`src/rtl/cec_pkg.sv`:
```
// package of offsets, fields and reset values for the comparator event control
package cec_pkg;
  localparam int CEC_NUM = 5;
  localparam logic [3:0] CEC_IDX_STATUS = 4'h0;
  localparam logic [3:0] CEC_IDX_CTRL1 = 4'h1;
  localparam logic [3:0] CEC_IDX_IRQ = 4'h6;
  localparam int CEC_OPAMP_LESS = 3;
  localparam int B_IDLE_STOP = 15;
  localparam int B_EVT_LO = 8;
  localparam int B_ON = 15;
  localparam int B_OE = 14;
  localparam int B_INV = 13;
  localparam int B_OPA = 10;
  localparam int B_EVT = 9;
  localparam int B_RES = 8;
  localparam int B_EDGE = 6;
  localparam int B_REF = 4;
  localparam int B_NEG = 0;
  localparam int B_IRQ_FLAG = 0;
  localparam int B_IRQ_EN = 1;
  localparam logic [15:0] CEC_CTRL_WMASK = 16'hE4D3;
  localparam logic [15:0] CEC_CTRL_WMASK4 = 16'hE0D3;
  localparam logic [15:0] CEC_RESET = 16'h0000;
  localparam logic [1:0] EDGE_OFF = 2'h0;
  localparam logic [1:0] EDGE_RISE = 2'h1;
  localparam logic [1:0] EDGE_FALL = 2'h2;
  localparam logic [1:0] EDGE_ANY = 2'h3;
endpackage

```
`src/rtl/cec_top.sv`:
```
// comparator control, input routing, edge events and status behind a wishbone slave
// Function
// - idle stop halts all comparators in idle
// - status bits 12-8 mirror event flags
// - status bits 4-0 mirror adjusted outputs
// - op amp enable leaves comparator working
// - event flag set blocks further events
// - edge code 11 fires on any change
// - edge code 10 fires on falling output
// - edge code 01 fires on rising output
// - edge code 00 fires nothing
// - reference select picks internal reference or pin
// - channel field picks negative pin one-four
// - absent inputs are tied to ground, except an absent minus pin with reference selected: plus pin vs reference
// - all events set one combined flag
// - comparator four lacks op amp bits
`timescale 1ns/10ps
module cec_top
  import cec_pkg::*;
(
  input wire logic clock, // system clock
  input wire logic rst_n, // async reset, active low
  input wire logic wb_cyc_i, // bus cycle
  input wire logic wb_stb_i, // bus strobe
  input wire logic wb_we_i, // write enable
  input wire logic [3:0] wb_adr_i, // word index
  input wire logic [1:0] wb_sel_i, // byte lanes
  input wire logic [15:0] wb_dat_i, // write data
  output logic [15:0] wb_dat_o, // read data
  output logic wb_ack_o, // acknowledge
  input wire logic idle_mode, // device is in idle
  input wire logic [4:0] pos_gt_ref, // analog: plus pin above internal reference, one per channel
  input wire logic [19:0] pos_pin_gt_neg, // analog: pin one above negative pin n, 4 per channel
  input wire logic [19:0] ref_gt_neg, // analog: internal reference above negative pin n
  input wire logic [19:0] neg_present, // negative pin exists on this package
  input wire logic [4:0] pos_present, // plus pin exists on this package
  output logic [4:0] comparator_output_pin, // result on dedicated pins
  output logic [4:0] comparator_output_pin_oe, // pin drive enable
  output logic [4:0] opamp_on, // op amp powered
  output logic [4:0] comparator_active, // comparator running
  output logic combined_irq // combined flag and enable
);
  logic [15:0] ctrl [CEC_NUM];
  logic idle_stop;
  logic combined_irq_flag;
  logic combined_irq_enable;
  logic [4:0] res_prev;
  logic [4:0] res_sync;
  logic [4:0] event_flag;
  logic [4:0] comparator_result;
  logic wb_req;
  logic wr_stb;
  logic [15:0] rd_word;
  logic [4:0] run;
  logic [4:0] raw_cmp;
  logic [4:0] hit;
  logic [4:0] sw_clr;
  logic [4:0] ctrl_sel;
  logic [2:0] ctrl_idx;
  logic [15:0] ctrl_rd;
  logic [15:0] next_ctrl [CEC_NUM];
  logic [4:0] next_flag;

  // request taken while ack is low; a write commits on the edge that sees its ack
  assign wb_req = wb_cyc_i && wb_stb_i && !wb_ack_o;
  assign wr_stb = wb_cyc_i && wb_stb_i && wb_we_i && wb_ack_o;

  // byte-lane write merge under a writable mask
  function automatic logic [15:0] merge(input logic [15:0] old, input logic [15:0] d,
                                       input logic [1:0] sel, input logic [15:0] m);
    logic [15:0] lanes;
    lanes = {{8{sel[1]}}, {8{sel[0]}}} & m;
    merge = (old & ~lanes) | (d & lanes);
  endfunction

  // per-channel routing, compare and edge detection
  genvar g;
  generate
    for (g = 0; g < CEC_NUM; g++)
    begin : gch
      logic [1:0] nsel;
      logic neg_ok;
      logic pos_ok;
      logic gt;
      logic edge_any;
      logic edge_rise;
      logic edge_fall;
      logic [1:0] mode;
      assign nsel = ctrl[g][B_NEG+1:B_NEG];
      assign neg_ok = neg_present[g*4+nsel];
      assign pos_ok = ctrl[g][B_REF] || pos_present[g];
      // grounded input reads as zero volts: plus above ground if plus present and minus absent, but plus pin above reference if the reference is selected
      assign gt = !pos_ok ? 1'b0 :
                  !neg_ok ? (ctrl[g][B_REF] ? pos_gt_ref[g] : 1'b1) :
                  ctrl[g][B_REF] ? ref_gt_neg[g*4+nsel] : pos_pin_gt_neg[g*4+nsel];
      assign raw_cmp[g] = gt ^ ctrl[g][B_INV];
      assign run[g] = ctrl[g][B_ON] && !(idle_stop && idle_mode);
      assign mode = ctrl[g][B_EDGE+1:B_EDGE];
      assign edge_any = res_sync[g] != res_prev[g];
      assign edge_rise = res_sync[g] && !res_prev[g];
      assign edge_fall = !res_sync[g] && res_prev[g];
      assign hit[g] = run[g] && !event_flag[g] &&
                      ((mode == EDGE_ANY && edge_any) ||
                       (mode == EDGE_FALL && edge_fall) ||
                       (mode == EDGE_RISE && edge_rise));
      assign ctrl_sel[g] = wr_stb && wb_adr_i == CEC_IDX_CTRL1 + 4'(g);
      assign sw_clr[g] = ctrl_sel[g] && wb_sel_i[1] && !wb_dat_i[B_EVT];
    end
  endgenerate

  // read mux; a control word gathers its read-only flag and result bits
  assign ctrl_idx = 3'(wb_adr_i - CEC_IDX_CTRL1);
  assign ctrl_rd = ctrl[ctrl_idx] | (16'(event_flag[ctrl_idx]) << B_EVT) |
                   (16'(comparator_result[ctrl_idx]) << B_RES);
  assign rd_word = (wb_adr_i == CEC_IDX_STATUS) ?
                     {idle_stop, 2'h0, event_flag, 3'h0, comparator_result} :
                   (wb_adr_i >= CEC_IDX_CTRL1 && wb_adr_i < CEC_IDX_CTRL1 + 4'(CEC_NUM)) ?
                     ctrl_rd :
                   (wb_adr_i == CEC_IDX_IRQ) ? {14'h0, combined_irq_enable, combined_irq_flag} :
                   16'h0000;

  // bus answer, one cycle after request
  always_ff @(posedge clock or negedge rst_n)
  begin
    if (!rst_n)
    begin
      wb_ack_o <= 1'b0;
      wb_dat_o <= 16'h0000;
    end
    else
    begin
      wb_ack_o <= wb_req;
      wb_dat_o <= wb_req ? rd_word : 16'h0000;
    end
  end

  // result sampling, forced to zero when stopped
  always_ff @(posedge clock or negedge rst_n)
  begin
    if (!rst_n)
    begin
      res_sync <= 5'h00;
      res_prev <= 5'h00;
    end
    else
    begin
      res_sync <= run & raw_cmp;
      res_prev <= res_sync;
    end
  end
  assign comparator_result = res_sync;

  // next control words under each channel's writable mask
  generate
    for (g = 0; g < CEC_NUM; g++)
    begin : greg
      logic [15:0] wm;
      assign wm = (g == CEC_OPAMP_LESS) ? CEC_CTRL_WMASK4 : CEC_CTRL_WMASK;
      assign next_ctrl[g] = ctrl_sel[g] ? merge(ctrl[g], wb_dat_i, wb_sel_i, wm) : ctrl[g];
    end
  endgenerate
  // event flags: a set wins over a software clear in the same cycle
  assign next_flag = hit | (event_flag & ~sw_clr);

  // control registers and event flags, one process so each has a single driver
  always_ff @(posedge clock or negedge rst_n)
  begin
    if (!rst_n)
    begin
      for (int i = 0; i < CEC_NUM; i++)
        ctrl[i] <= CEC_RESET;
      event_flag <= 5'h00;
    end
    else
    begin
      for (int i = 0; i < CEC_NUM; i++)
        ctrl[i] <= next_ctrl[i];
      event_flag <= next_flag;
    end
  end

  // shared idle stop and combined interrupt flag
  always_ff @(posedge clock or negedge rst_n)
  begin
    if (!rst_n)
    begin
      idle_stop <= 1'b0;
      combined_irq_flag <= 1'b0;
      combined_irq_enable <= 1'b0;
    end
    else
    begin
      if (wr_stb && wb_adr_i == CEC_IDX_STATUS && wb_sel_i[1])
        idle_stop <= wb_dat_i[B_IDLE_STOP];
      if (wr_stb && wb_adr_i == CEC_IDX_IRQ && wb_sel_i[0])
        combined_irq_enable <= wb_dat_i[B_IRQ_EN];
      if (|hit)
        combined_irq_flag <= 1'b1;
      else if (wr_stb && wb_adr_i == CEC_IDX_IRQ && wb_sel_i[0] && !wb_dat_i[B_IRQ_FLAG])
        combined_irq_flag <= 1'b0;
    end
  end

  // registered outputs
  always_ff @(posedge clock or negedge rst_n)
  begin
    if (!rst_n)
    begin
      comparator_output_pin <= 5'h00;
      comparator_output_pin_oe <= 5'h00;
      opamp_on <= 5'h00;
      comparator_active <= 5'h00;
      combined_irq <= 1'b0;
    end
    else
    begin
      for (int i = 0; i < CEC_NUM; i++)
      begin
        comparator_output_pin[i] <= ctrl[i][B_OE] & res_sync[i];
        comparator_output_pin_oe[i] <= ctrl[i][B_OE] & run[i];
        opamp_on[i] <= ctrl[i][B_OPA] & run[i];
      end
      comparator_active <= run;
      combined_irq <= combined_irq_flag & combined_irq_enable;
    end
  end

  // a selected edge leaves its event flag and the combined flag set
  a_edge_sets_flag: assert property (@(posedge clock) disable iff (!rst_n)
    |hit |=> (|event_flag) && combined_irq_flag)
    else $error("edge did not set flags");
  // a set event flag keeps its channel from firing again
  a_flag_blocks_hit: assert property (@(posedge clock) disable iff (!rst_n)
    (event_flag & hit) == 5'h00)
    else $error("event fired while flag set");
  // a software clear takes the flag down when no edge competes
  a_flag_clears: assert property (@(posedge clock) disable iff (!rst_n)
    sw_clr[0] && !hit[0] |=> !event_flag[0])
    else $error("event flag did not clear");
  // edge code 00 keeps comparator one quiet
  a_edge_off_quiet: assert property (@(posedge clock) disable iff (!rst_n)
    ctrl[0][B_EDGE+1:B_EDGE] == EDGE_OFF |-> !hit[0])
    else $error("event with edges off");
  // any change of the adjusted result fires in code 11
  a_any_change_hit: assert property (@(posedge clock) disable iff (!rst_n)
    run[0] && ctrl[0][B_EDGE+1:B_EDGE] == EDGE_ANY && !event_flag[0] && $changed(res_sync[0]) |-> hit[0])
    else $error("any-change edge missed");
  // code 10 fires only on a falling adjusted result
  a_fall_only: assert property (@(posedge clock) disable iff (!rst_n)
    ctrl[0][B_EDGE+1:B_EDGE] == EDGE_FALL && hit[0] |-> $fell(res_sync[0]))
    else $error("fall mode misfired");
  // code 01 fires only on a rising adjusted result
  a_rise_only: assert property (@(posedge clock) disable iff (!rst_n)
    ctrl[0][B_EDGE+1:B_EDGE] == EDGE_RISE && hit[0] |-> $rose(res_sync[0]))
    else $error("rise mode misfired");
  // edges compare against the result of the cycle before
  a_edge_prev: assert property (@(posedge clock) disable iff (!rst_n)
    1'b1 |=> res_prev == $past(res_sync))
    else $error("edge history lost");
  // comparator four never offers op amp bits
  a_four_no_opamp: assert property (@(posedge clock) disable iff (!rst_n)
    ctrl[CEC_OPAMP_LESS][12:10] == 3'h0 && !opamp_on[CEC_OPAMP_LESS])
    else $error("channel four op amp bits set");
  // idle stop halts every comparator while idle
  a_idle_halts: assert property (@(posedge clock) disable iff (!rst_n)
    idle_stop && idle_mode |=> comparator_active == 5'h00)
    else $error("comparators ran in idle");
  // without idle stop an enabled comparator keeps running
  a_idle_runs: assert property (@(posedge clock) disable iff (!rst_n)
    ctrl[0][B_ON] && !idle_stop |=> comparator_active[0])
    else $error("comparator stopped without idle stop");
  // a comparator that is off reports a zero result
  a_result_off: assert property (@(posedge clock) disable iff (!rst_n)
    !run[0] |=> !comparator_result[0])
    else $error("result shown while off");
  // the op amp runs only beside a working comparator
  a_opamp_with_cmp: assert property (@(posedge clock) disable iff (!rst_n)
    (opamp_on & ~comparator_active) == 5'h00)
    else $error("op amp on without comparator");
  // a clear output enable keeps the pin undriven
  a_pin_follows: assert property (@(posedge clock) disable iff (!rst_n)
    !ctrl[1][B_OE] |=> !comparator_output_pin_oe[1] && !comparator_output_pin[1])
    else $error("pin driven while off");
  // the reference feeds the plus side when selected
  a_ref_routes: assert property (@(posedge clock) disable iff (!rst_n)
    ctrl[0][B_REF] && neg_present[ctrl[0][B_NEG+1:B_NEG]] |->
      raw_cmp[0] == (ref_gt_neg[ctrl[0][B_NEG+1:B_NEG]] ^ ctrl[0][B_INV]))
    else $error("reference routing wrong");
  // the channel field picks the minus pin against plus pin one
  a_neg_routes: assert property (@(posedge clock) disable iff (!rst_n)
    !ctrl[0][B_REF] && pos_present[0] && neg_present[ctrl[0][B_NEG+1:B_NEG]] |->
      raw_cmp[0] == (pos_pin_gt_neg[ctrl[0][B_NEG+1:B_NEG]] ^ ctrl[0][B_INV]))
    else $error("minus pin routing wrong");
  // an absent minus pin acts as ground
  a_neg_ground: assert property (@(posedge clock) disable iff (!rst_n)
    run[1] && !ctrl[1][B_REF] && pos_present[1] && !neg_present[4 + ctrl[1][B_NEG+1:B_NEG]] |->
      raw_cmp[1] == !ctrl[1][B_INV])
    else $error("absent pin not grounded");
  // status read mirrors event flags and results
  a_status_mirror: assert property (@(posedge clock) disable iff (!rst_n)
    wb_req && wb_adr_i == CEC_IDX_STATUS |=>
      wb_dat_o[12:8] == $past(event_flag) && wb_dat_o[4:0] == $past(res_sync))
    else $error("status mirror wrong");
  // a control read of comparator one carries its flag and result
  a_ctrl_mirror: assert property (@(posedge clock) disable iff (!rst_n)
    wb_req && wb_adr_i == CEC_IDX_CTRL1 |=>
      wb_dat_o[B_EVT] == $past(event_flag[0]) && wb_dat_o[B_RES] == $past(res_sync[0]))
    else $error("control read lost flag or result");
  // the combined request follows flag and enable
  a_irq_follows: assert property (@(posedge clock) disable iff (!rst_n)
    1'b1 |=> combined_irq == $past(combined_irq_flag && combined_irq_enable))
    else $error("combined request wrong");
  // a combined flag clear takes effect when no event competes
  a_irq_clear: assert property (@(posedge clock) disable iff (!rst_n)
    wr_stb && wb_adr_i == CEC_IDX_IRQ && wb_sel_i[0] && !wb_dat_i[B_IRQ_FLAG] && !(|hit) |=>
      !combined_irq_flag)
    else $error("combined flag did not clear");
endmodule

```
`config.mk`:
```
export PLATFORM = sky130hd
export DESIGN_NAME = cec_top
export DESIGN_NICKNAME = d
export VERILOG_FILES = /design/src/rtl/cec_pkg.sv /design/src/rtl/cec_top.sv
export SDC_FILE = /design/constraint.sdc
export NUM_CORES = 1
export LEC_CHECK = 0
export BUFFER_PORTS_ARGS = -buffer_cell sky130_fd_sc_hd__buf_2
export CAP_MARGIN = 10
export CORE_MARGIN = 2
export CORE_UTILIZATION = 30
export CTS_CLUSTER_SIZE = 14
export DETAILED_ROUTE_END_ITERATION = 6
export PLACE_DENSITY = 0.62
export SLEW_MARGIN = 20
export SYNTH_ARGS = -nofsm -noshare
export SYNTH_HDL_FRONTEND = slang
export SYNTH_SLANG_ARGS = --single-unit
```
`constraint.sdc`:
```
create_clock -name clock -period 2.1 [get_ports clock]
set_input_delay 0.21 -clock clock [delete_from_list [all_inputs] [get_ports clock]]
set_output_delay 0.21 -clock clock [all_outputs]
set_load 0.01 [all_outputs]
```
== Word level (Yosys, flattened, before mapping) ==
Cells that the tools add are included.

* Bits in registers: 136
* Bits in latches: 0
* Bits in writable memories: 0
* Bits in read-only memories: 0
* Input bits: 98
* Output and inout port bits: 38
* Memories: 0

* Add/subtract/negate cells: 5
* Multiply operators: 0
* Divide/modulo/power cells: 0
* $lt $le $gt $ge: 9
* Equality and inequality tests: 26
* Shift-type cells: 0
* Multiplexer cells: 63
* Bitwise gates (word level): 42
* Reductions and logical operators: 103

{| class="wikitable"
|+ Operator list
! operator !! number
|-
| 16-bit bitwise AND || 7
|-
| 16-bit two-way mux || 5
|-
| 16-bit bitwise OR || 5
|-
| 1-bit logical AND || 66
|-
| 1-bit binary-select mux with 5-bit select || 12
|-
| 16-bit binary-select mux with 3-bit select || 1
|-
| 1-bit two-way mux || 39
|-
| 16-bit inverter || 2
|-
| 2-bit == test (second input constant) || 10
|-
| 1-bit zero test || 19
|-
| 1-bit bitwise AND || 16
|-
| 16-bit by 10-bit bitwise OR with 16-bit output || 1
|-
| 16-bit by 9-bit bitwise OR with 16-bit output || 1
|-
| 1-bit logical OR || 15
|-
| 4-bit by 3-bit == test with 1-bit output (second input constant) || 3
|-
| 5-bit by 6-bit < comparator with 1-bit output (second input constant) || 2
|-
| 4-bit by 2-bit adder with 5-bit output (first input constant) || 2
|-
| 5-bit bitwise AND || 2
|-
| 2-bit by 1-bit == test with 1-bit output (second input constant) || 5
|-
| 4-bit by 2-bit == test with 1-bit output (second input constant) || 2
|-
| 5-bit by 2-bit adder with 6-bit output (first input constant) || 1
|-
| 1-bit binary-select mux with 2-bit select || 3
|-
| 1-bit binary-select mux with 3-bit select || 2
|-
| 2-bit by 6-bit < comparator with 1-bit output (second input constant) || 1
|-
| 18 further kinds || 26
|}

== Depth between registers and ports, before layout ==
* Depth in word-level cells: 10
* Gate-level depth with buffers: 8
* Depth with buffers taken out: 6

== Worst setup path before layout ==
No wires, ideal clock.

* Path type: input to register
* From: input port wb_adr_i[0]
* To: register wb_dat_o[6]
* Setup time: 0.145 ns
* Data arrival time: 1.753 ns
* Data required time: 1.955 ns
* Setup slack: 0.202 ns
* Stages: 7
* Path buffers: 2
* Path through: buf_2 inv_1 ha_1 buf_2 mux4_2 nand2_1 a21oi_1

* Longest elaborated chain between the ends: 10

{| class="wikitable"
|+ RTL lines
! element !! line !! source
|-
| from (decl) || cec_top.sv:26 || <nowiki>input wire logic [3:0] wb_adr_i,</nowiki>
|-
| 3-bit by 1-bit subtractor with 3-bit output || cec_top.sv:112 || <nowiki>assign ctrl_idx = 3'(wb_adr_i - CEC_IDX_CTRL1);</nowiki>
|-
| 3-bit inverter with 4-bit output (not written as such) || cec_top.sv:113 || <nowiki>assign ctrl_rd = ctrl[ctrl_idx] | (16'(event_flag[ctrl_idx]) << B_EVT) |</nowiki>
|-
| 16-bit binary-select mux with 3-bit select || cec_top.sv:113 ||
|-
| 16-bit two-way mux (not written as such) (2 in a row) || cec_top.sv:113 ||
|-
| 16-bit by 10-bit bitwise OR with 16-bit output || cec_top.sv:113 ||
|-
| 16-bit by 9-bit bitwise OR with 16-bit output || cec_top.sv:113 ||
|-
| 16-bit two-way mux || cec_top.sv:117 || <nowiki>(wb_adr_i >= CEC_IDX_CTRL1 && wb_adr_i < CEC_IDX_CTRL1 + 4'(CEC_NUM)) ?</nowiki>
|-
| 16-bit two-way mux (*) || cec_top.sv:115 || <nowiki>assign rd_word = (wb_adr_i == CEC_IDX_STATUS) ?</nowiki>
|-
| 16-bit two-way mux (*) || cec_top.sv:133 || <nowiki>wb_dat_o <= wb_req ? rd_word : 16'h0000;</nowiki>
|-
| to (signal assigned) || cec_top.sv:133 ||
|-
| to (decl) || cec_top.sv:29 || <nowiki>output logic [15:0] wb_dat_o,</nowiki>
|}

Mark *: on every way between the ends. The rest lies on a longest branch, timed or not. The select of a mux whose other input is x is not followed.
A chain may end at the register's enable or synchronous reset.

== Worst setup path in the final report ==
* From: register ctrl[32] (netlist bit)
* To: register res_sync[2] (netlist: comparator_result[2])

* Longest elaborated chain between the ends: 8

{| class="wikitable"
|+ RTL lines
! element !! line !! source
|-
| from (decl) || cec_top.sv:43 || <nowiki>logic [15:0] ctrl [CEC_NUM];</nowiki>
|-
| from (signal, indexed assignment) || cec_top.sv:177 || <nowiki>ctrl[i] <= next_ctrl[i];</nowiki>
|-
| 4-bit by 2-bit adder with 5-bit output (*) || cec_top.sv:90, cec_top.sv:95 ||
|-
| 1-bit binary-select mux with 5-bit select || cec_top.sv:95 || <nowiki>ctrl[g][B_REF] ? ref_gt_neg[g*4+nsel] : pos_pin_gt_neg[g*4+nsel];</nowiki>
|-
| 1-bit two-way mux (not written as such) || cec_top.sv:95 ||
|-
| 1-bit two-way mux || cec_top.sv:95 ||
|-
| 1-bit two-way mux (*) || cec_top.sv:94 || <nowiki>!neg_ok ? (ctrl[g][B_REF] ? pos_gt_ref[g] : 1'b1) :</nowiki>
|-
| 1-bit two-way mux (*) || cec_top.sv:93 || <nowiki>assign gt = !pos_ok ? 1'b0 :</nowiki>
|-
| 1-bit bitwise XOR (*) || cec_top.sv:96 || <nowiki>assign raw_cmp[g] = gt ^ ctrl[g][B_INV];</nowiki>
|-
| 5-bit bitwise AND (*) || cec_top.sv:147 || <nowiki>res_sync <= run & raw_cmp;</nowiki>
|-
| to (signal assigned) || cec_top.sv:147 ||
|-
| to (decl) || cec_top.sv:48 || <nowiki>logic [4:0] res_sync;</nowiki>
|}

Marked as above.

==> reports/results.ini <==
[run_status]
status=completed

[job]
cap_viol_max_count=0

[synth]
ys_ff_latch=98
synth_cells=393
avgSynthCellArea_um2=12.8
synth_ff_type=dfrtp_1
syn-cell-area_mm2=0.00504
synth_warnings=0
synth_edf_count=0
async_reset_ff_share_pct=100
synth_cell_types=50
yosysSeqAreaShare_pct=48.7

[timing]
setup_ws_ps=236
max_freq_mhz=536
setup-tns-final_ps=0
slew_viol_final=0
setup_violations=0
fin_hold_ws_ps=118
period_needed_ps=1860
hold_violations=0
rsz0062_at_grt=false
finClkSkew_ps=11.0
post-route-period-util_pct=88.8

[placement]
io_buffers=127
placedCellCount=744
hpwl_mm=10.9
place.gp.congestion=0.845
post_dp_cell_area_mm2=0.00600
preCtsSetupSlack_ps=203

[pwr]
leakagePower_nw=3.13
p_seq_share_pct=48.4
clockPowerShare_pct=42.2
p_sw_share_pct=24.0
internal-power_mw=3.05
combPwrFrac_pct=9.4
fin_total_pwr_mw=4.01
p_sw_mw=0.963
peakVddDrop_uv=386
powerDensity_mw_per_mm2=635

[floorplan]
die_w_um=134
die_area_mm2=0.0178
rows=47
chipHeight_um=134
pin_count=136
coreArea_mm2=0.0165
start_util_pct=30.5

[worst_setup_path]
worstReg2RegStart=ctrl[32]
endpoint_kind=register
r2r-end=comparator_result[2]
cp_max_fo=5
critPathLaunchType=register
path_class=register to register
critPathRequiredTime_ps=2400
arrival_ps=2160
reg2reg_depth=4
r2r_slack_ps=240

[clock_tree]
cts-resized-gates=0
path_clk_slew_ps=70
cts_sinks=98
clock_latency_ps=360
cts.path.max_buffers=2
numCtsBuffers=9
cts_htree_levels=3
cts_tree=done
cts-root-buf=clkbuf_16

[drt]
drc=0
antenna_left=0
drt-total-wl_mm=13.8
first_pass_iters=5
routedWlPerCell_um=18.2
via_per_inst=4.97
drt_iter0_drc=234
vias=3786

[hold_path]
hold_end=comparator_result[1]
hold_class=input pin to register
min_from=pos_present[1]
min_path_cells=3

[layout]
syn_to_final_growth_pct=25.4
nFillCells=1579
layout.cells.non_filler=762
final_net_count=649
drive_above_1_share_pct=40.1
fin_util_pct=38.2
final_design_area_no_fill_mm2=0.00632

[grt]
antenna_found_initial=1
grt_max_degree=50
track_usage_pct=16.3
grt_pass1_wl_mm=21.9
grt_pass1_vias=3876
grt-ovfl-total=0

-- cells by family (layout without fill, tap and decap cells) --
| group | count (synthesis) | in the layout | synth area share (%) |
|---|---|---|---|
| flip-flops | 98 | 98 | 48.7 |
| multiplexers | 83 | 83 | 24.3 |
| XOR/XNOR | 2 | 2 | 0.497 |
| other | 1 | 3 | 0.0744 |
| adder cells (fa/ha/maj) | 15 | 15 | 3.72 |
| AND/OR/NAND/NOR | 116 | 116 | 13.3 |
| AO/OA/AOI/OAI | 50 | 50 | 6.95 |
| buffers and inverters | 28 | 175 | 2.51 |
-- flip-flops by register name (all words and copies together) (netlist names), 5 cells and up --
signal / flops
ctrl: 44
comparator_output_pin: 5
event_flag: 5
comparator_result: 5
wb_dat_o: 15
comparator_output_pin_oe: 5
comparator_active: 5
res_prev: 5
-- how the worst max path moves through the flow --
stage / end / slack (ps) / cells past startpoint / from
after floorplan: wb_dat_o[6] / 200 / 7 / wb_adr_i[0]
after global placement: wb_dat_o[0] / 240 / 8 / wb_adr_i[1]
after detailed placement: wb_dat_o[0] / 200 / 8 / wb_adr_i[1]
after CTS: comparator_result[2] / 230 / 4 / ctrl[32]
after global routing: comparator_result[2] / 140 / 4 / ctrl[32]
final: comparator_result[2] / 240 / 4 / ctrl[32]
-- cells in the mapped netlist (all sizes together), types with 5 or more instances --
library cell / count / share of area (%)
dfrtp: 98 / 49
mux2: 51 / 11
nand3: 28 / 2.8
mux4: 25 / 11
and2: 20 / 2.5
inv: 19 / 1.4
a21oi: 17 / 1.7
ha: 15 / 3.7
nand2: 15 / 1.1
nand4: 11 / 1.4
buf: 8 / 1.0
and3: 7 / 0.87
mux2i: 7 / 1.4
nand2b: 7 / 1.3
nor3: 7 / 0.70
o21ai: 7 / 0.70
nor2: 6 / 0.50
nand3b: 5 / 0.75
o2bb2ai: 5 / 0.87
-- layout by cell type (no fill, tap or decap), types with 5 or more instances in the layout --
| cell type | n |
|---|---|
| o21ai_0 | 5 |
| and3_1 | 7 |
| buf_2 | 126 |
| nor3_1 | 7 |
| ha_1 | 15 |
| a21oi_1 | 17 |
| clkbuf_16 | 9 |
| nor2_1 | 5 |
| nand3_1 | 28 |
| mux2_1 | 19 |
| nand2_1 | 15 |
| inv_1 | 19 |
| mux4_2 | 21 |
| buf_4 | 12 |
| nand3b_1 | 5 |
| o2bb2ai_1 | 5 |
| and2_1 | 20 |
| mux2i_1 | 7 |
| mux2_2 | 32 |
| nand4_1 | 11 |
| dfrtp_1 | 98 |
-- metal layers --
layer | part of all wire (%) | up-vias | global-route usage, % | wire [um]
met2 | 50 | 117 | 26.9 | 6910
met1 | 43 | 1901 | 21.3 | 5970
met4 | 1.8 | 0 | 4.31 | 245
li1 | - | 1752 | - | -
met3 | 5.2 | 16 | 4.49 | 719
met5 | 0 | - | 0 | 0
-- cell type report --
cell class / instances / area [um^2] / area share (%)
Sequential cell: 98 / 2450 / 38.8
Multi-Input combinational cell: 268 / 2460 / 39.0
Timing Repair Buffer: 140 / 751 / 11.9
Clock buffer: 10 / 239 / 3.78
Antenna cell: 1 / 2.50 / 0.0396
Tap cell: 220 / 275 / 4.36
Inverter: 19 / 71.3 / 1.13
Clock inverter: 6 / 65.1 / 1.03
-- power groups by stage --
stage	clock network, mW	logic [mW]	registers [mW]
after global routing	1.81	0.417	1.95
after CTS	1.73	0.384	1.94
after global placement	0	0.370	1.98
after floorplan	0	0.174	1.97
after detailed placement	0	0.381	1.98
final	1.69	0.377	1.94
-- timing repair --
item,CTS,global route
buffers inserted,0,0
endpoints found under the setup margin,0,0
endpoints found under the hold margin,22,0
hold buffers,1,0
-- critical path, cell delays in order (launching register included) --
cell     delay, ps
dfrtp_1        460
mux4_2         600
mux2i_1        290
mux2_1         370
nand3_1         80
No activity file was read; power rests on OpenSTA's default activity.
